==> config.mk <==
export PLATFORM = sky130hd
export DESIGN_NAME = aqt_core
export DESIGN_NICKNAME = d
export VERILOG_FILES = /design/src/include/aqt_pkg.sv /design/src/design/aqt_core.sv
export VERILOG_INCLUDE_DIRS = /design/src /design/src/include
export SDC_FILE = /design/constraint.sdc
export NUM_CORES = 1
export LEC_CHECK = 0
export BUFFER_PORTS_ARGS = -buffer_cell sky130_fd_sc_hd__buf_2
export CAP_MARGIN = 0
export CORE_ASPECT_RATIO = 1.2
export CORE_MARGIN = 4
export CORE_UTILIZATION = 40
export CTS_CLUSTER_DIAMETER = 60
export DETAILED_ROUTE_END_ITERATION = 10
export GPL_ROUTABILITY_DRIVEN = 1
export PLACE_DENSITY_LB_ADDON = 0.1
export SYNTH_ARGS = -nofsm -noshare
export SYNTH_HDL_FRONTEND = slang
export SYNTH_SLANG_ARGS = --single-unit
==> constraint.sdc <==
create_clock -name clk_i -period 8.01 [get_ports clk_i]
set_clock_uncertainty 0.15 [all_clocks]
set_input_delay 1.2015 -clock clk_i [delete_from_list [all_inputs] [get_ports clk_i]]
set_output_delay 1.2015 -clock clk_i [all_outputs]
set_load 0.02 [all_outputs]
==> src/include/aqt_map.svh <==
/*
  Register offsets, field positions, widths and limits of the acquisition
  qualify and trigger block. Assumes inclusion by bare name from the package.
*/
`ifndef AQT_MAP_SVH
`define AQT_MAP_SVH

`define AQT_PROBE_W 24
`define AQT_ADDR_W 10
`define AQT_OCC_W 12
`define AQT_LVL_W 4
`define AQT_LEVELS 16
`define AQT_CNT_W 16
`define AQT_CTRL_W 12
`define AQT_ADDR_MAX 10'h3FF
`define AQT_CNT_MAX 16'hFFFF

`define AQT_OFS_CTRL 8'h00
`define AQT_OFS_PAT_START 8'h04
`define AQT_OFS_PAT_STOP 8'h08
`define AQT_OFS_PAT_RESET 8'h0C
`define AQT_OFS_PAT_ALT 8'h10
`define AQT_OFS_PAT_STACK 8'h14
`define AQT_OFS_ADDR_LOW 8'h18
`define AQT_OFS_ADDR_HIGH 8'h1C
`define AQT_OFS_OCC_LOW 8'h20
`define AQT_OFS_OCC_HIGH 8'h24
`define AQT_OFS_CMD 8'h28
`define AQT_OFS_STATUS 8'h2C
`define AQT_OFS_COUNT 8'h30
`define AQT_OFS_DELAY 8'h34
`define AQT_OFS_CARE 8'h38

`define AQT_CTRL_PW 0
`define AQT_CTRL_IRQ_GATE 1
`define AQT_CTRL_SEL_A 2
`define AQT_CTRL_SEL_B 3
`define AQT_CTRL_BLOCK 4
`define AQT_CTRL_SOLO 5
`define AQT_CTRL_MEM_READ 6
`define AQT_CTRL_RUN 7

`define AQT_CMD_COUNT_CLEAR 0
`define AQT_CMD_IRQ_CLEAR 1
`define AQT_CMD_OCC_LOAD 2
`define AQT_CMD_OCC_STEP 3
`define AQT_CMD_REARM 4

`endif

==> src/include/aqt_pkg.sv <==
/*
  Types of the acquisition qualify and trigger block: bus carriers, the run
  phase and the complete state record. Assumes aqt_map.svh on the include path.
*/
`include "aqt_map.svh"

package aqt_pkg;

  typedef enum logic [1:0] {
    AQT_PH_IDLE = 2'b00,
    AQT_PH_ARMED = 2'b01,
    AQT_PH_POST = 2'b10,
    AQT_PH_DONE = 2'b11
  } aqt_phase_t;

  typedef struct packed {
    logic cyc;
    logic stb;
    logic we;
    logic [7:0] adr;
    logic [3:0] sel;
    logic [31:0] dat;
  } aqt_wb_req_t;

  typedef struct packed {
    logic ack;
    logic [31:0] dat;
  } aqt_wb_rsp_t;

  typedef struct packed {
    logic [`AQT_CTRL_W-1:0] ctrl;
    logic [`AQT_PROBE_W-1:0] pat_start, pat_stop, pat_reset, pat_alt, pat_stack, care;
    logic [`AQT_ADDR_W-1:0] addr;
    logic full;
    logic storing;
    aqt_phase_t phase;
    logic [`AQT_LVL_W-1:0] level;
    logic [`AQT_OCC_W-1:0] occ;
    logic [`AQT_LEVELS-1:0][`AQT_OCC_W-1:0] occ_ram;
    logic [`AQT_CNT_W-1:0] count;
    logic restart_flag;
    logic irq_latch;
    logic arm_gate;
    logic [`AQT_ADDR_W-1:0] delay_preset, delay_cnt;
    logic ack;
    logic [31:0] rdat;
  } aqt_state_t;

endpackage

==> src/design/aqt_core.sv <==
/*
  Storage qualification, capture address counter, occurrence counter,
  counter/timer and trigger control of a 24-channel acquisition module, with
  a classic Wishbone slave for the host. Assumes probe data arrives already
  captured and synchronous to clk_i, and that the acquisition memory is
  written at capture_addr_bits_o whenever mem_we_o is high on a clock edge.
*/
// Summary of operation
// Paired-window select makes reset word a start and alternate word a stop.
// Trigger side receives an active-low copy of the paired-window select.
// Low storage-stop output blocks writing samples into capture memory.
// High storage-start output allows samples to be written to memory.
// Each word recognizer is high while probes match its programmed pattern.
// Low address-advance enable increments the address counter next clock.
// Host presets address counter: low 8 bits and upper 2 bits separately.
// Address counter is 10 bits and directly addresses capture memory.
// Reads return low address bits, or high bits, storing, full, stack level.
// In readback, address advances only after the post-trigger delay ends.
// Counter-clear strobe clears all counter/timer stages to zero.
// Both selects high means timer; first low, second high means counter.
// Timer mode sets a readable restart flag when the count is reset.
// Interrupt-clear strobe clears the restart flag and the interrupt latch.
// Interrupt request only with gate high and counter or timer selected.
// Stack recognizer stays inactive until the external arm input is seen.
// First-sample strobe goes out only in solo configuration.
// Block-stack control stops stack triggering, alternate trigger unaffected.
// In normal mode a reset event reloads the level-0 occurrence count.
// Occurrence counts are written as low 8 bits and upper 4 bits.
// Load strobe copies stored count into counter; diagnostic step clocks it.
// Normal mode: alternate word triggers; paired mode: it stops storage.
// Storing state holds from a start condition until a stop word.
// In normal mode a reset word returns the stack level to zero.
// Memory-full flag sets the clock after a sample is written at full count.
// All state updates synchronously on the single module clock.
`timescale 1ns/1ps
`include "aqt_map.svh"

module aqt_core (
  input wire logic clk_i,
  input wire logic rst_i,
  input wire aqt_pkg::aqt_wb_req_t wb_req_i,
  output aqt_pkg::aqt_wb_rsp_t wb_rsp_o,
  input wire logic [`AQT_PROBE_W-1:0] probe_data_i,
  input wire logic external_arm_input_i,
  output logic [`AQT_ADDR_W-1:0] capture_addr_bits_o,
  output logic mem_we_o,
  output logic storage_start_o,
  output logic storage_stop_n_o,
  output logic capture_addr_advance_n_o,
  output logic paired_window_to_trigger_n_o,
  output logic alt_trigger_qual_n_o,
  output logic reload_level0_count_n_o,
  output logic first_sample_o,
  output logic triggered_o,
  output logic irq_request_n_o
);

  // ==========================================================================
  // Decoding helpers
  // ==========================================================================
  function automatic logic word_hit(input logic [`AQT_PROBE_W-1:0] probe,
                                    input logic [`AQT_PROBE_W-1:0] pat,
                                    input logic [`AQT_PROBE_W-1:0] care);
    word_hit = ((probe ^ pat) & care) == '0;
  endfunction

  function automatic logic [31:0] lane_merge(input logic [31:0] old,
                                             input logic [31:0] nw,
                                             input logic [3:0] sel);
    logic [31:0] r;
    r = old;
    for (int i = 0; i < 4; i++) begin
      if (sel[i]) begin
        r[i*8 +: 8] = nw[i*8 +: 8];
      end
    end
    lane_merge = r;
  endfunction

  // ==========================================================================
  // State and combinational terms
  // ==========================================================================
  aqt_pkg::aqt_state_t s_q, s_d;

  logic run, pw, pw_n, solo, timer_mode, counter_mode, ct_on;
  logic start_hit, stop_hit, reset_hit, alt_hit, stack_match;
  logic start_cond, stop_cond, write_en, advance, armed, normal;
  logic reset_evt, stack_hit, stack_trig, alt_trig, load_lo, load_hi;
  logic req, do_wr, count_inc, restart_evt, overflow;
  logic [31:0] wdat, mrg;
  logic [`AQT_LVL_W-1:0] widx, next_lvl;

  always_comb begin
    s_d = s_q;
    run = s_q.ctrl[`AQT_CTRL_RUN];
    pw = s_q.ctrl[`AQT_CTRL_PW];
    pw_n = !pw;
    normal = pw_n;
    solo = s_q.ctrl[`AQT_CTRL_SOLO];
    timer_mode = s_q.ctrl[`AQT_CTRL_SEL_A] && s_q.ctrl[`AQT_CTRL_SEL_B];
    counter_mode = !s_q.ctrl[`AQT_CTRL_SEL_A] && s_q.ctrl[`AQT_CTRL_SEL_B];
    ct_on = timer_mode || counter_mode;

    // Word recognizers follow the probes combinationally.
    start_hit = word_hit(probe_data_i, s_q.pat_start, s_q.care);
    stop_hit = word_hit(probe_data_i, s_q.pat_stop, s_q.care);
    reset_hit = word_hit(probe_data_i, s_q.pat_reset, s_q.care);
    alt_hit = word_hit(probe_data_i, s_q.pat_alt, s_q.care);
    stack_match = word_hit(probe_data_i, s_q.pat_stack, s_q.care);

    // ========================================================================
    // Storage qualification
    // ========================================================================
    start_cond = run && (start_hit || (pw && reset_hit));
    stop_cond = run && (stop_hit || (pw && alt_hit));
    // Stop beats start so that a window closes even on a shared sample.
    write_en = (s_q.storing || start_cond) && !stop_cond;
    s_d.storing = write_en;
    armed = s_q.phase == aqt_pkg::AQT_PH_ARMED;
    advance = write_en ||
              (s_q.ctrl[`AQT_CTRL_MEM_READ] && s_q.phase == aqt_pkg::AQT_PH_DONE);

    // ========================================================================
    // Register bus
    // ========================================================================
    req = wb_req_i.cyc && wb_req_i.stb;
    // Writes land on the edge where the master sees ack, never earlier.
    do_wr = req && wb_req_i.we && s_q.ack;
    wdat = lane_merge(32'h0000_0000, wb_req_i.dat, wb_req_i.sel);
    widx = wdat[11:8];
    load_lo = do_wr && wb_req_i.adr == `AQT_OFS_ADDR_LOW && wb_req_i.sel[0];
    load_hi = do_wr && wb_req_i.adr == `AQT_OFS_ADDR_HIGH && wb_req_i.sel[0];
    s_d.ack = req && !s_q.ack;
    s_d.rdat = 32'h0000_0000;
    case (wb_req_i.adr)
      `AQT_OFS_CTRL: s_d.rdat[`AQT_CTRL_W-1:0] = s_q.ctrl;
      `AQT_OFS_PAT_START: s_d.rdat[`AQT_PROBE_W-1:0] = s_q.pat_start;
      `AQT_OFS_PAT_STOP: s_d.rdat[`AQT_PROBE_W-1:0] = s_q.pat_stop;
      `AQT_OFS_PAT_RESET: s_d.rdat[`AQT_PROBE_W-1:0] = s_q.pat_reset;
      `AQT_OFS_PAT_ALT: s_d.rdat[`AQT_PROBE_W-1:0] = s_q.pat_alt;
      `AQT_OFS_PAT_STACK: s_d.rdat[`AQT_PROBE_W-1:0] = s_q.pat_stack;
      `AQT_OFS_CARE: s_d.rdat[`AQT_PROBE_W-1:0] = s_q.care;
      `AQT_OFS_ADDR_LOW: s_d.rdat[7:0] = s_q.addr[7:0];
      `AQT_OFS_ADDR_HIGH: s_d.rdat[7:0] = {s_q.full, s_q.storing, s_q.level,
                                           s_q.addr[9:8]};
      `AQT_OFS_OCC_LOW: s_d.rdat[`AQT_OCC_W-1:0] = s_q.occ;
      `AQT_OFS_STATUS: s_d.rdat[8:0] = {stack_match, alt_hit, stop_hit, start_hit,
                                        reset_hit, s_q.phase, !irq_request_n_o,
                                        s_q.restart_flag};
      `AQT_OFS_COUNT: s_d.rdat[`AQT_CNT_W-1:0] = s_q.count;
      `AQT_OFS_DELAY: s_d.rdat[`AQT_ADDR_W-1:0] = s_q.delay_preset;
      default: s_d.rdat = 32'h0000_0000;
    endcase
    mrg = 32'h0000_0000;
    if (do_wr) begin
      case (wb_req_i.adr)
        `AQT_OFS_CTRL: begin
          mrg = lane_merge({20'h0_0000, s_q.ctrl}, wb_req_i.dat, wb_req_i.sel);
          s_d.ctrl = mrg[`AQT_CTRL_W-1:0];
        end
        `AQT_OFS_PAT_START: begin
          mrg = lane_merge({8'h00, s_q.pat_start}, wb_req_i.dat, wb_req_i.sel);
          s_d.pat_start = mrg[`AQT_PROBE_W-1:0];
        end
        `AQT_OFS_PAT_STOP: begin
          mrg = lane_merge({8'h00, s_q.pat_stop}, wb_req_i.dat, wb_req_i.sel);
          s_d.pat_stop = mrg[`AQT_PROBE_W-1:0];
        end
        `AQT_OFS_PAT_RESET: begin
          mrg = lane_merge({8'h00, s_q.pat_reset}, wb_req_i.dat, wb_req_i.sel);
          s_d.pat_reset = mrg[`AQT_PROBE_W-1:0];
        end
        `AQT_OFS_PAT_ALT: begin
          mrg = lane_merge({8'h00, s_q.pat_alt}, wb_req_i.dat, wb_req_i.sel);
          s_d.pat_alt = mrg[`AQT_PROBE_W-1:0];
        end
        `AQT_OFS_PAT_STACK: begin
          mrg = lane_merge({8'h00, s_q.pat_stack}, wb_req_i.dat, wb_req_i.sel);
          s_d.pat_stack = mrg[`AQT_PROBE_W-1:0];
        end
        `AQT_OFS_CARE: begin
          mrg = lane_merge({8'h00, s_q.care}, wb_req_i.dat, wb_req_i.sel);
          s_d.care = mrg[`AQT_PROBE_W-1:0];
        end
        `AQT_OFS_OCC_LOW: begin
          if (wb_req_i.sel[0]) begin
            s_d.occ_ram[widx][7:0] = wdat[7:0];
          end
        end
        `AQT_OFS_OCC_HIGH: begin
          if (wb_req_i.sel[0]) begin
            s_d.occ_ram[widx][11:8] = wdat[3:0];
          end
        end
        `AQT_OFS_DELAY: s_d.delay_preset = wdat[`AQT_ADDR_W-1:0];
        default: s_d.delay_preset = s_d.delay_preset;
      endcase
    end

    // ========================================================================
    // Capture address counter
    // ========================================================================
    if (s_q.addr == `AQT_ADDR_MAX && write_en) begin
      s_d.full = 1'b1;
    end
    if (load_lo || load_hi) begin
      if (load_lo) begin
        s_d.addr[7:0] = wdat[7:0];
        s_d.full = 1'b0;
      end
      if (load_hi) begin
        s_d.addr[9:8] = wdat[1:0];
      end
    end else if (advance) begin
      s_d.addr = s_q.addr + 10'h001;
    end

    // ========================================================================
    // Stack recognizer, occurrence counter and trigger
    // ========================================================================
    s_d.arm_gate = run && (s_q.arm_gate || external_arm_input_i);
    stack_hit = armed && s_q.arm_gate && stack_match;
    alt_trig = armed && normal && alt_hit;
    reset_evt = armed && normal && reset_hit;
    stack_trig = 1'b0;
    next_lvl = s_q.level + 4'h1;
    if (reset_evt) begin
      s_d.level = '0;
      s_d.occ = s_q.occ_ram[0];
    end else if (stack_hit) begin
      if (s_q.occ == '0) begin
        if (s_q.level == s_q.ctrl[11:8]) begin
          // Blocking only masks the stack path; the alternate path still fires.
          stack_trig = !s_q.ctrl[`AQT_CTRL_BLOCK];
        end else begin
          s_d.level = next_lvl;
          s_d.occ = s_q.occ_ram[next_lvl];
        end
      end else begin
        s_d.occ = s_q.occ - 12'h001;
      end
    end
    if (do_wr && wb_req_i.adr == `AQT_OFS_CMD && wb_req_i.sel[0]) begin
      if (wdat[`AQT_CMD_OCC_LOAD]) begin
        s_d.occ = s_q.occ_ram[s_q.level];
      end else if (wdat[`AQT_CMD_OCC_STEP]) begin
        s_d.occ = s_q.occ - 12'h001;
      end
    end

    case (s_q.phase)
      aqt_pkg::AQT_PH_IDLE: begin
        if (run) begin
          s_d.phase = aqt_pkg::AQT_PH_ARMED;
        end
      end
      aqt_pkg::AQT_PH_ARMED: begin
        if (!run) begin
          s_d.phase = aqt_pkg::AQT_PH_IDLE;
        end else if (stack_trig || alt_trig) begin
          s_d.phase = aqt_pkg::AQT_PH_POST;
          s_d.delay_cnt = s_q.delay_preset;
        end
      end
      aqt_pkg::AQT_PH_POST: begin
        if (s_q.delay_cnt == '0) begin
          s_d.phase = aqt_pkg::AQT_PH_DONE;
        end else begin
          s_d.delay_cnt = s_q.delay_cnt - 10'h001;
        end
      end
      default: s_d.phase = aqt_pkg::AQT_PH_DONE;
    endcase

    // ========================================================================
    // Counter/timer and interrupt latch
    // ========================================================================
    count_inc = (timer_mode && armed) || (counter_mode && stack_hit);
    overflow = count_inc && s_q.count == `AQT_CNT_MAX;
    restart_evt = reset_evt && ct_on;
    if (restart_evt) begin
      s_d.count = '0;
    end else if (count_inc) begin
      s_d.count = s_q.count + 16'h0001;
    end
    if (do_wr && wb_req_i.adr == `AQT_OFS_CMD && wb_req_i.sel[0]) begin
      if (wdat[`AQT_CMD_COUNT_CLEAR]) begin
        s_d.count = '0;
      end
      if (wdat[`AQT_CMD_IRQ_CLEAR]) begin
        s_d.restart_flag = 1'b0;
        s_d.irq_latch = 1'b0;
      end
      if (wdat[`AQT_CMD_REARM]) begin
        s_d.phase = aqt_pkg::AQT_PH_IDLE;
        s_d.level = '0;
      end
    end
    // New events are applied after the clear so that set wins.
    if (restart_evt && timer_mode) begin
      s_d.restart_flag = 1'b1;
    end
    if (overflow || (restart_evt && timer_mode)) begin
      s_d.irq_latch = 1'b1;
    end
  end

  // All state moves on the one clock; single-stepping is the host's job. R26
  always_ff @(posedge clk_i) begin
    if (rst_i) begin
      s_q <= '0;
    end else begin
      s_q <= s_d;
    end
  end

  // ==========================================================================
  // Outputs
  // ==========================================================================
  assign wb_rsp_o.ack = s_q.ack;
  assign wb_rsp_o.dat = s_q.rdat;
  assign capture_addr_bits_o = s_q.addr;
  assign mem_we_o = write_en;
  assign storage_start_o = start_cond;
  assign storage_stop_n_o = !stop_cond;
  assign capture_addr_advance_n_o = !advance;
  assign paired_window_to_trigger_n_o = pw_n;
  assign alt_trigger_qual_n_o = !(run && alt_hit);
  assign reload_level0_count_n_o = !reset_evt;
  assign first_sample_o = solo && write_en && !s_q.storing;
  assign triggered_o = s_q.phase == aqt_pkg::AQT_PH_POST ||
                       s_q.phase == aqt_pkg::AQT_PH_DONE;
  assign irq_request_n_o = !(s_q.irq_latch && s_q.ctrl[`AQT_CTRL_IRQ_GATE] && ct_on);
endmodule

==> summary.txt, run 1 <==
Timing
  – Setup violators final: 0
  – Setup TNS: 0 ps
  – RSZ-0062 raised after global routing: no
  – Slew margin rel.: 18.2%
  – PnR worst setup slack: 2850 ps
  – Slew of the pin with the lowest slew margin: between 1000 and 1500 ps
  – Final critical-path required period: about 5200 ps
  – Crit share post-route: 64.5%
  – Final hold violations: 0
  – Fmax: 194 MHz
  – Final Max Slew Viols: 0

Outcome
  – Status: finished, final reports clean

Setup path
  – Worst EP arrival: 3810 ps
  – Critical Path Max Stage Delay: around 1100 ps
  – Critical Path RT: 6660 ps
  – Worst reg2reg endpoint: s_q[275]$_SDFF_PP0_
  – Crit end category: primary output
  – Flop-to-flop setup slack: 3710 ps
  – Crit path kind: input pin to primary output
  – Crit-path leading delay family: simple AND/OR/NAND/NOR gates
  – CP Cell Sequence: buf_2 -> xor2_1 -> a22oi_1 -> nand4_1 -> nor4_1 -> nor2_1 -> nor4b_1 -> buf_2
  – Slowest cell on crit path: nor4_1
  – Worst Path Buf+Inv: 2
  – Setup crit start kind: input pin
  – Reg2reg start: s_q[276]$_SDFF_PP0_
  – CP dominant cell by count: buf_2
  – R2R cell count: 9
  – Critical path fanouts, max: 5

Die
  – Die ar.: 0.0645 mm2
  – # rows: 98
  – CORE AREA: 0.0597 mm2
  – Io pins: 127
  – DIE HEIGHT: 278 um
  – Die width: 233 um
  – Initial core utilization: 40.5%

Cells and area
  – Final non-filler cell total: 3508
  – Finished Core Util: roughly 44%
  – Area grow syn2layout: 9.37%
  – Finished Cell Area: roughly 0.026 mm2
  – Nets: 2750
  – Filler Cell Count: slightly below 6000
  – Share of layout cells above drive strength 1: between 10% and 20%

Power
  – Pleak: 0.00893 uW
  – Share of power burned in registers: roughly 47%
  – VDD IR-drop max: about 0.00018 V
  – Pint: 3600 uW
  – Psw: 1140 uW
  – PwrDens: 179 mW/mm2
  – Sw Ratio: about a quarter
  – Clock power share: 49.1%
  – Combinational power share: around 4.4%

Place
  – Post-Place Cell Area: 0.0248 mm2
  – Dpl ws: roughly 2900 ps
  – # port buffers: 109
  – Routability Congestion: 0.942
  – Post-Place Cells: 3417
  – DP Wirelength: 61600 um

Clocking
  – Num CTS Buffers: 51
  – Clk sinks: between 400 and 500
  – Clk slew on worst S/H paths: ~60 ps
  – Hold_buf cts: 0
  – Clock Tree Buf Depth: 3
  – Clk_lat worst skew: 590 ps
  – H-tree Lvls: 2
  – Clock Tree Root: clkbuf_16
  – Postcts setup bufs: 0
  – CTS tree: done
  – Post-CTS Resized: 0

Detailed routing
  – Via-to-Cell Ratio: 6.02
  – Routed len/inst: 25.2 um
  – Drt first-iter violations: 1828
  – Final ANT Viol Nets: 0
  – Drt first pass iters: 6
  – Vias: 21100
  – Routed WL: 88500 um
  – DRC: 0

Logic synthesis
  – Avg Inst Size Synth: between 8 and 9 um2
  – Yosys cell types: 90
  – Largest cells by area after synthesis: dfxtp_1 (37%), mux4_2 (10%), mux2i_1 (7.9%)
  – Post-synth EDFFs: 0
  – Post-Syn Instances: between 2000 and 3000
  – Cell taking the most area after synthesis: dfxtp_1
  – Top cell type's share of synthesized area: a little over a third
  – Most frequent cell after synthesis: dfxtp_1
  – Sequential fraction of the synthesis area: a little over a third
  – Commonest cells in the synthesized netlist: dfxtp_1 (442), nand2_1 (382), a21oi_1 (275)
  – Main synth FF type: dfxtp_1
  – Mapped cell area: approximately 0.024 mm2
  – Synth async-reset ratio: 0%
  – Flops & latches, synth: about 440
  – Yosys warns: 0

GRT
  – GRT Total Usage: 26.4%
  – Largest net degree at the start of global routing: 199
  – Initial antenna violation count: 3
  – Global route total overflow: 0
  – Global-route wire length before repair: approximately 130000 um
  – Vias in the first global route: 20400

Min path
  – Min-Delay Endpoint: wb_rsp_o[32]$_SDFF_PP0_
  – Hold Crit Class: flop to flop
  – HP Start: wb_rsp_o[32]$_SDFF_PP0_
  – Hold depth: 1

Flow run
  – Max cap viols: 0
[how the worst max path moves through the flow]
stage               slack (ps)              from  depth (start not counted)                    end
detailed placement        2900      wb_req_i[39]                          8  s_q[261]$_SDFFE_PP0P_
global route              2870   probe_data_i[8]                          8         first_sample_o
finish                    2850  probe_data_i[23]                          8         first_sample_o
floorplan                 3710  probe_data_i[12]                          7         first_sample_o
global placement          2940  probe_data_i[23]                          8         first_sample_o
CTS                       2950  probe_data_i[23]                          8         first_sample_o
[kinds of logic after synthesis]
logic type / Yosys count / synth area share (%)
AOI/OAI and AO/OA: 610 / 15.8
muxes: 307 / 18.4
buffers and inverters: 288 / 5.60
xor gates and xnor gates: 153 / 5.53
DFF: 442 / 36.5
adders and majority gates: 6 / 0.310
other: 1 / 0.0155
and+or+nand+nor: 928 / 17.8
[power groups by stage]
stage	clock network (uW)	logic [uW]	registers, uW
3_3_place_gp	0	204	2250
6_report	2330	208	2200
4_1_cts	2370	206	2200
3_5_place_dp	0	205	2250
5_1_grt	2460	221	2200
2_1_floorplan	0	135	2250
[cells in the final DEF, fill, tap and decap left out, types with 15 or more instances in the layout]
cell type	Yosys	layout
dfxtp_1	442	440
nand2_1	382	382
a21oi_1	275	275
nor2_1	262	259
mux2i_1	191	191
xor2_1	135	133
mux4_2	110	110
buf_2	44	108
o21ai_0	106	106
nand3_1	91	91
a22oi_1	85	85
clkbuf_16	0	51
a221oi_1	30	30
buf_4	50	30
nor3_1	30	28
inv_1	22	22
nand4_1	19	19
xnor2_1	18	18
and3_1	17	17
and2_1	16	16
nor2b_1	15	15
[per-stage QoR]
stage / hold WS (ps) / power [uW]
4_1_cts: 297 / 4780
3_5_place_dp: 278 / 2460
2_1_floorplan: 263 / 2390
5_1_grt: 317 / 4880
3_3_place_gp: 271 / 2460
6_report: 299 / 4740
[layer usage]
layer  wire length, um  part of all wire [%]  track usage [%]  vias to the layer above
met3              5390                   6.1             3.93                      236
met2             43800                    50             45.8                      834
met1             34500                    39             32.3                    10400
met5                 0                     0                0                        -
met4              4730                   5.3             12.0                        0
li1                  -                     -                -                     9611
[layout make-up]
| class | instances | area (um2) | share of cell area, % |
|---|---|---|---|
| multi-input cells | 2012 | 14100 | 53.2 |
| clock inverters | 14 | 155 | 0.586 |
| repair buffers | 140 | 801 | 3.02 |
| well taps | 800 | 1000 | 3.78 |
| inverters | 23 | 86.3 | 0.326 |
| diodes | 1 | 2.50 | 0.00945 |
| clock buffers | 76 | 1500 | 5.67 |
| flip-flops and latches | 442 | 8850 | 33.4 |
[state kept, by name, summed over array words and instances, names as in the netlist]
signal and cells:
run 1, s_q 405, pw 1, capture_addr_bits_o 10, wb_rsp_o 25
Power figures use the tool's default switching activity.
==> run 2: changes to the inputs <==
- ABC_AREA: unset -> 1
- clock period: 8.01 -> 5.3 ns (I/O delays scaled with it)
==> run 2 against run 1 <==
Effect of this change: clock power is 57% higher; utilization hardly changed; critical path depth is 2 higher; cell count is 29% higher; largest cell class unchanged; critical endpoint is now capture_addr_advance_n_o; clock-buffer cell count is 2 higher; worst hold slack worse by 49 ps; worst setup slack worse by 1400 ps; via count is 20% higher; global-route usage is 2.2 points higher.
==> summary.txt, run 2 <==
Outcome
  – Status: finished, final reports clean

Clocking
  – Postcts setup bufs: 0 (unchanged)
  – CTS tree: done
  – Clock Tree Root: clkbuf_16
  – Clk sinks: 442 (unchanged)
  – Clock Tree Buf Depth: 3 (unchanged)
  – Post-CTS Resized: 0 (unchanged)
  – H-tree Lvls: 2 (unchanged)
  – Clk slew on worst S/H paths: 60 ps (about the same)
  – Hold_buf cts: 0 (unchanged)
  – Num CTS Buffers: 51 (unchanged)
  – Clk_lat worst skew: 620 ps (+30 ps)

Cells and area
  – Share of layout cells above drive strength 1: 9.31% (-5.4 points)
  – Most frequent cells in the layout: o21ai_0 (573), a21oi_1 (572), nand2_1 (518)
  – Finished Cell Area: 0.0270 mm2 (+2.0%)
  – Number of flip-flops under the largest register name: 405 (unchanged)
  – Nets: 3757 (+37%)
  – Largest register by flop count: s_q
  – Most common cell after layout, fill and taps aside: o21ai_0
  – Area grow syn2layout: 9.37% (about the same)

Timing
  – Slew of the pin with the lowest slew margin: 1130 ps (-91.1 ps)
  – Setup TNS: 0 ps (unchanged)
  – RSZ-0062 raised after global routing: no
  – Slew margin rel.: 24.7% (+6.5 points)
  – Final hold violations: 0 (unchanged)
  – Fmax: 261 MHz
  – Setup violators final: 0 (unchanged)
  – Crit share post-route: 72.4%
  – Final Max Slew Viols: 0 (unchanged)
  – Final critical-path required period: 3840 ps
  – PnR worst setup slack: 1460 ps (-1380 ps)

Logic synthesis
  – Cell taking the most area after synthesis: dfxtp_1
  – Avg Inst Size Synth: 6.63 um2 (-25%)
  – Sequential fraction of the synthesis area: 35.8% (-0.73 points)
  – Synth async-reset ratio: 0% (unchanged)
  – Mapped cell area: 0.0247 mm2 (+2.0%)
  – Largest cells by area after synthesis: dfxtp_1 (36%), o21ai_0 (12%), a21oi_1 (12%)
  – Flops & latches, synth: 442 (unchanged)
  – Most frequent cell after synthesis: o21ai_0
  – Yosys cell types: 61 (-32%)
  – Post-synth EDFFs: 0 (unchanged)
  – Main synth FF type: dfxtp_1
  – Commonest cells in the synthesized netlist: o21ai_0 (573), a21oi_1 (572), nand2_1 (518)
  – Yosys warns: 0 (unchanged)
  – Top cell type's share of synthesized area: 35.8% (-0.73 points)
  – Post-Syn Instances: 3724 (+36%)

Setup path
  – Slowest cell on crit path: o21ai_0
  – Crit path kind: flop to primary output
  – R2R cell count: 12 (+3)
  – Critical Path Max Stage Delay: 620 ps (-430 ps)
  – Crit-path leading delay family: simple AND/OR/NAND/NOR gates
  – Worst EP arrival: 2890 ps (-920 ps)
  – Critical path fanouts, max: 4 (-1)
  – Worst Path Buf+Inv: 2 (unchanged)
  – CP Cell Sequence: o21ai_0 -> nand4_1 -> nor2_1 -> nand3_1 -> nand2_1 -> nand2_1 -> nand2_2 -> nand2_2 -> inv_1 -> buf_2
  – Critical Path RT: 4360 ps (-2300 ps)
  – Crit. path cell count: 10 (+2)
  – Setup crit start kind: flop
  – Crit end category: primary output

GRT
  – Largest net degree at the start of global routing: 120 (-40%)
  – Vias in the first global route: 23700 (+16%)
  – Initial antenna violation count: 4 (+1)
  – Global route total overflow: 0 (unchanged)
  – Global-route wire length before repair: 148000 um (+12%)
  – GRT Total Usage: 28.6% (+2.2 points)

Detailed routing
  – Routed len/inst: 21.5 um (-15%)
  – Via-to-Cell Ratio: 5.59 (-7.2%)
  – Routed WL: 97500 um (+10%)
  – Drt first pass iters: 5 (-1)
  – Final ANT Viol Nets: 0 (unchanged)
  – DRC: 0 (unchanged)
  – Drt first-iter violations: 2458 (+34%)
  – Vias: 25300 (+20%)

Power
  – Combinational power share: 4.1% (-0.3 points)
  – Pleak: 0.00997 uW (+12%)
  – Clock power share: 50.2% (+1.1 points)
  – Psw: 1750 uW (+53%)
  – Sw Ratio: 24.1% (-0.028 points)
  – Tot Pwr: 7280 uW (+53%)
  – Share of power burned in registers: 45.7% (-0.8 points)
  – Pint: 5530 uW (+53%)
  – PwrDens: 269 mW/mm2 (+50%)
  – VDD IR-drop max: 0.000324 V (+82%)

Flow run
  – Max cap viols: 0 (unchanged)

Place
  – DP Wirelength: 68500 um (+11%)
  – Dpl ws: 1480 ps (-1420 ps)
  – # port buffers: 109 (unchanged)
  – Post-Place Cell Area: 0.0253 mm2 (+1.9%)
  – Routability Congestion: 0.967 (+2.7%)

Die
  – Initial core utilization: 40.5% (about the same)
  – CORE AREA: 0.0609 mm2 (+2.1%)
  – # rows: 99 (+1.0%)
  – Die width: 235 um (+0.98%)
  – Io pins: 127 (unchanged)
  – DIE HEIGHT: 280 um (+0.98%)
  – Die ar.: 0.0658 mm2 (+2.0%)

Min path
  – Hold Crit Class: input pin to flop
  – Hold depth: 3 (+2)
-- run 2: changes by cell type in the layout (fill, tap and decap cells not counted), sizes merged, moves of 85 or more --
| cell | previous run | this run |
|---|---|---|
| nand2 | 383 | 530 |
| nand3 | 93 | 298 |
| mux2i | 191 | 0 |
| xor2 | 135 | 18 |
| a22oi | 85 | 0 |
| a21oi | 276 | 574 |
| inv | 24 | 479 |
| mux4 | 110 | 0 |
| o21ai | 113 | 583 |
-- run 2: worst paths after layout --
kind                            from  slack, ps                  endpoint
max            s_q[398]$_SDFFE_PP0P_       1460  capture_addr_advance_n_o
min                     wb_req_i[45]        250   wb_rsp_o[32]$_SDFF_PP0_
min reg2reg  wb_rsp_o[32]$_SDFF_PP0_        300   wb_rsp_o[32]$_SDFF_PP0_
max reg2reg      s_q[276]$_SDFF_PP0_       1770       s_q[264]$_SDFF_PP0_
-- run 2: power groups by stage --
stage / registers, uW / logic (uW) / clock network (uW)
6_report: 3320 / 301 / 3650
5_1_grt: 3320 / 331 / 3840
4_1_cts: 3320 / 298 / 3720
3_5_place_dp: 3400 / 297 / 0
3_3_place_gp: 3400 / 296 / 0
2_1_floorplan: 3400 / 182 / 0
-- run 2: kinds of logic (layout without fill, tap and decap cells) --
group           after synthesis  in the layout  share of synthesized area [%]
flops                       442            442                           35.8
other cells                   1             11                         0.0152
simple gates               1164           1164                           21.0
buf+inv                     743            729                           12.8
fa+ha+maj                     6              6                          0.304
compound gates             1345           1345                           29.2
xor+xnor                     23             23                          0.846
-- run 2: metrics by stage --
stage	hold WS (ps)	instances	util (%)
final	250	4528	44.3
after floorplan	270	3731	-
after global routing	256	4526	44.3
after detailed placement	287	4432	41.5
after global placement	287	4432	41.5
after CTS	225	4525	44.3
-- run 2: cell type report --
cell class / count / area, um2
clock inverter: 15 / 169
fill: 6577 / 33900
sequential: 442 / 8850
clock buffer: 78 / 1540
multi-input combinational: 2546 / 12700
antenna: 3 / 7.51
inverter: 487 / 1850
tap: 808 / 1010
timing repair buffer: 149 / 858
-- run 2: per-layer routing --
| layer | GRT usage (%) | up-vias | part of all wire (%) |
|---|---|---|---|
| li1 | - | 12500 | - |
| met1 | 35.3 | 11600 | 41 |
| met2 | 48.2 | 919 | 46 |
| met3 | 3.85 | 311 | 6.0 |
| met4 | 16.5 | 0 | 6.9 |
| met5 | 0 | - | 0 |
-- run 2: worst register-to-register path, cell delays in order, from the launching register on --
cell	delay, ps
dfxtp_4	590
ha_2	290
clkinv_1	790
buf_4	540
a21oi_1	130
o21ai_0	90
nand3_1	80
nand3_1	120
a21oi_1	250
o22ai_1	100
nand2_1	80
o211ai_1	90
a21oi_1	150
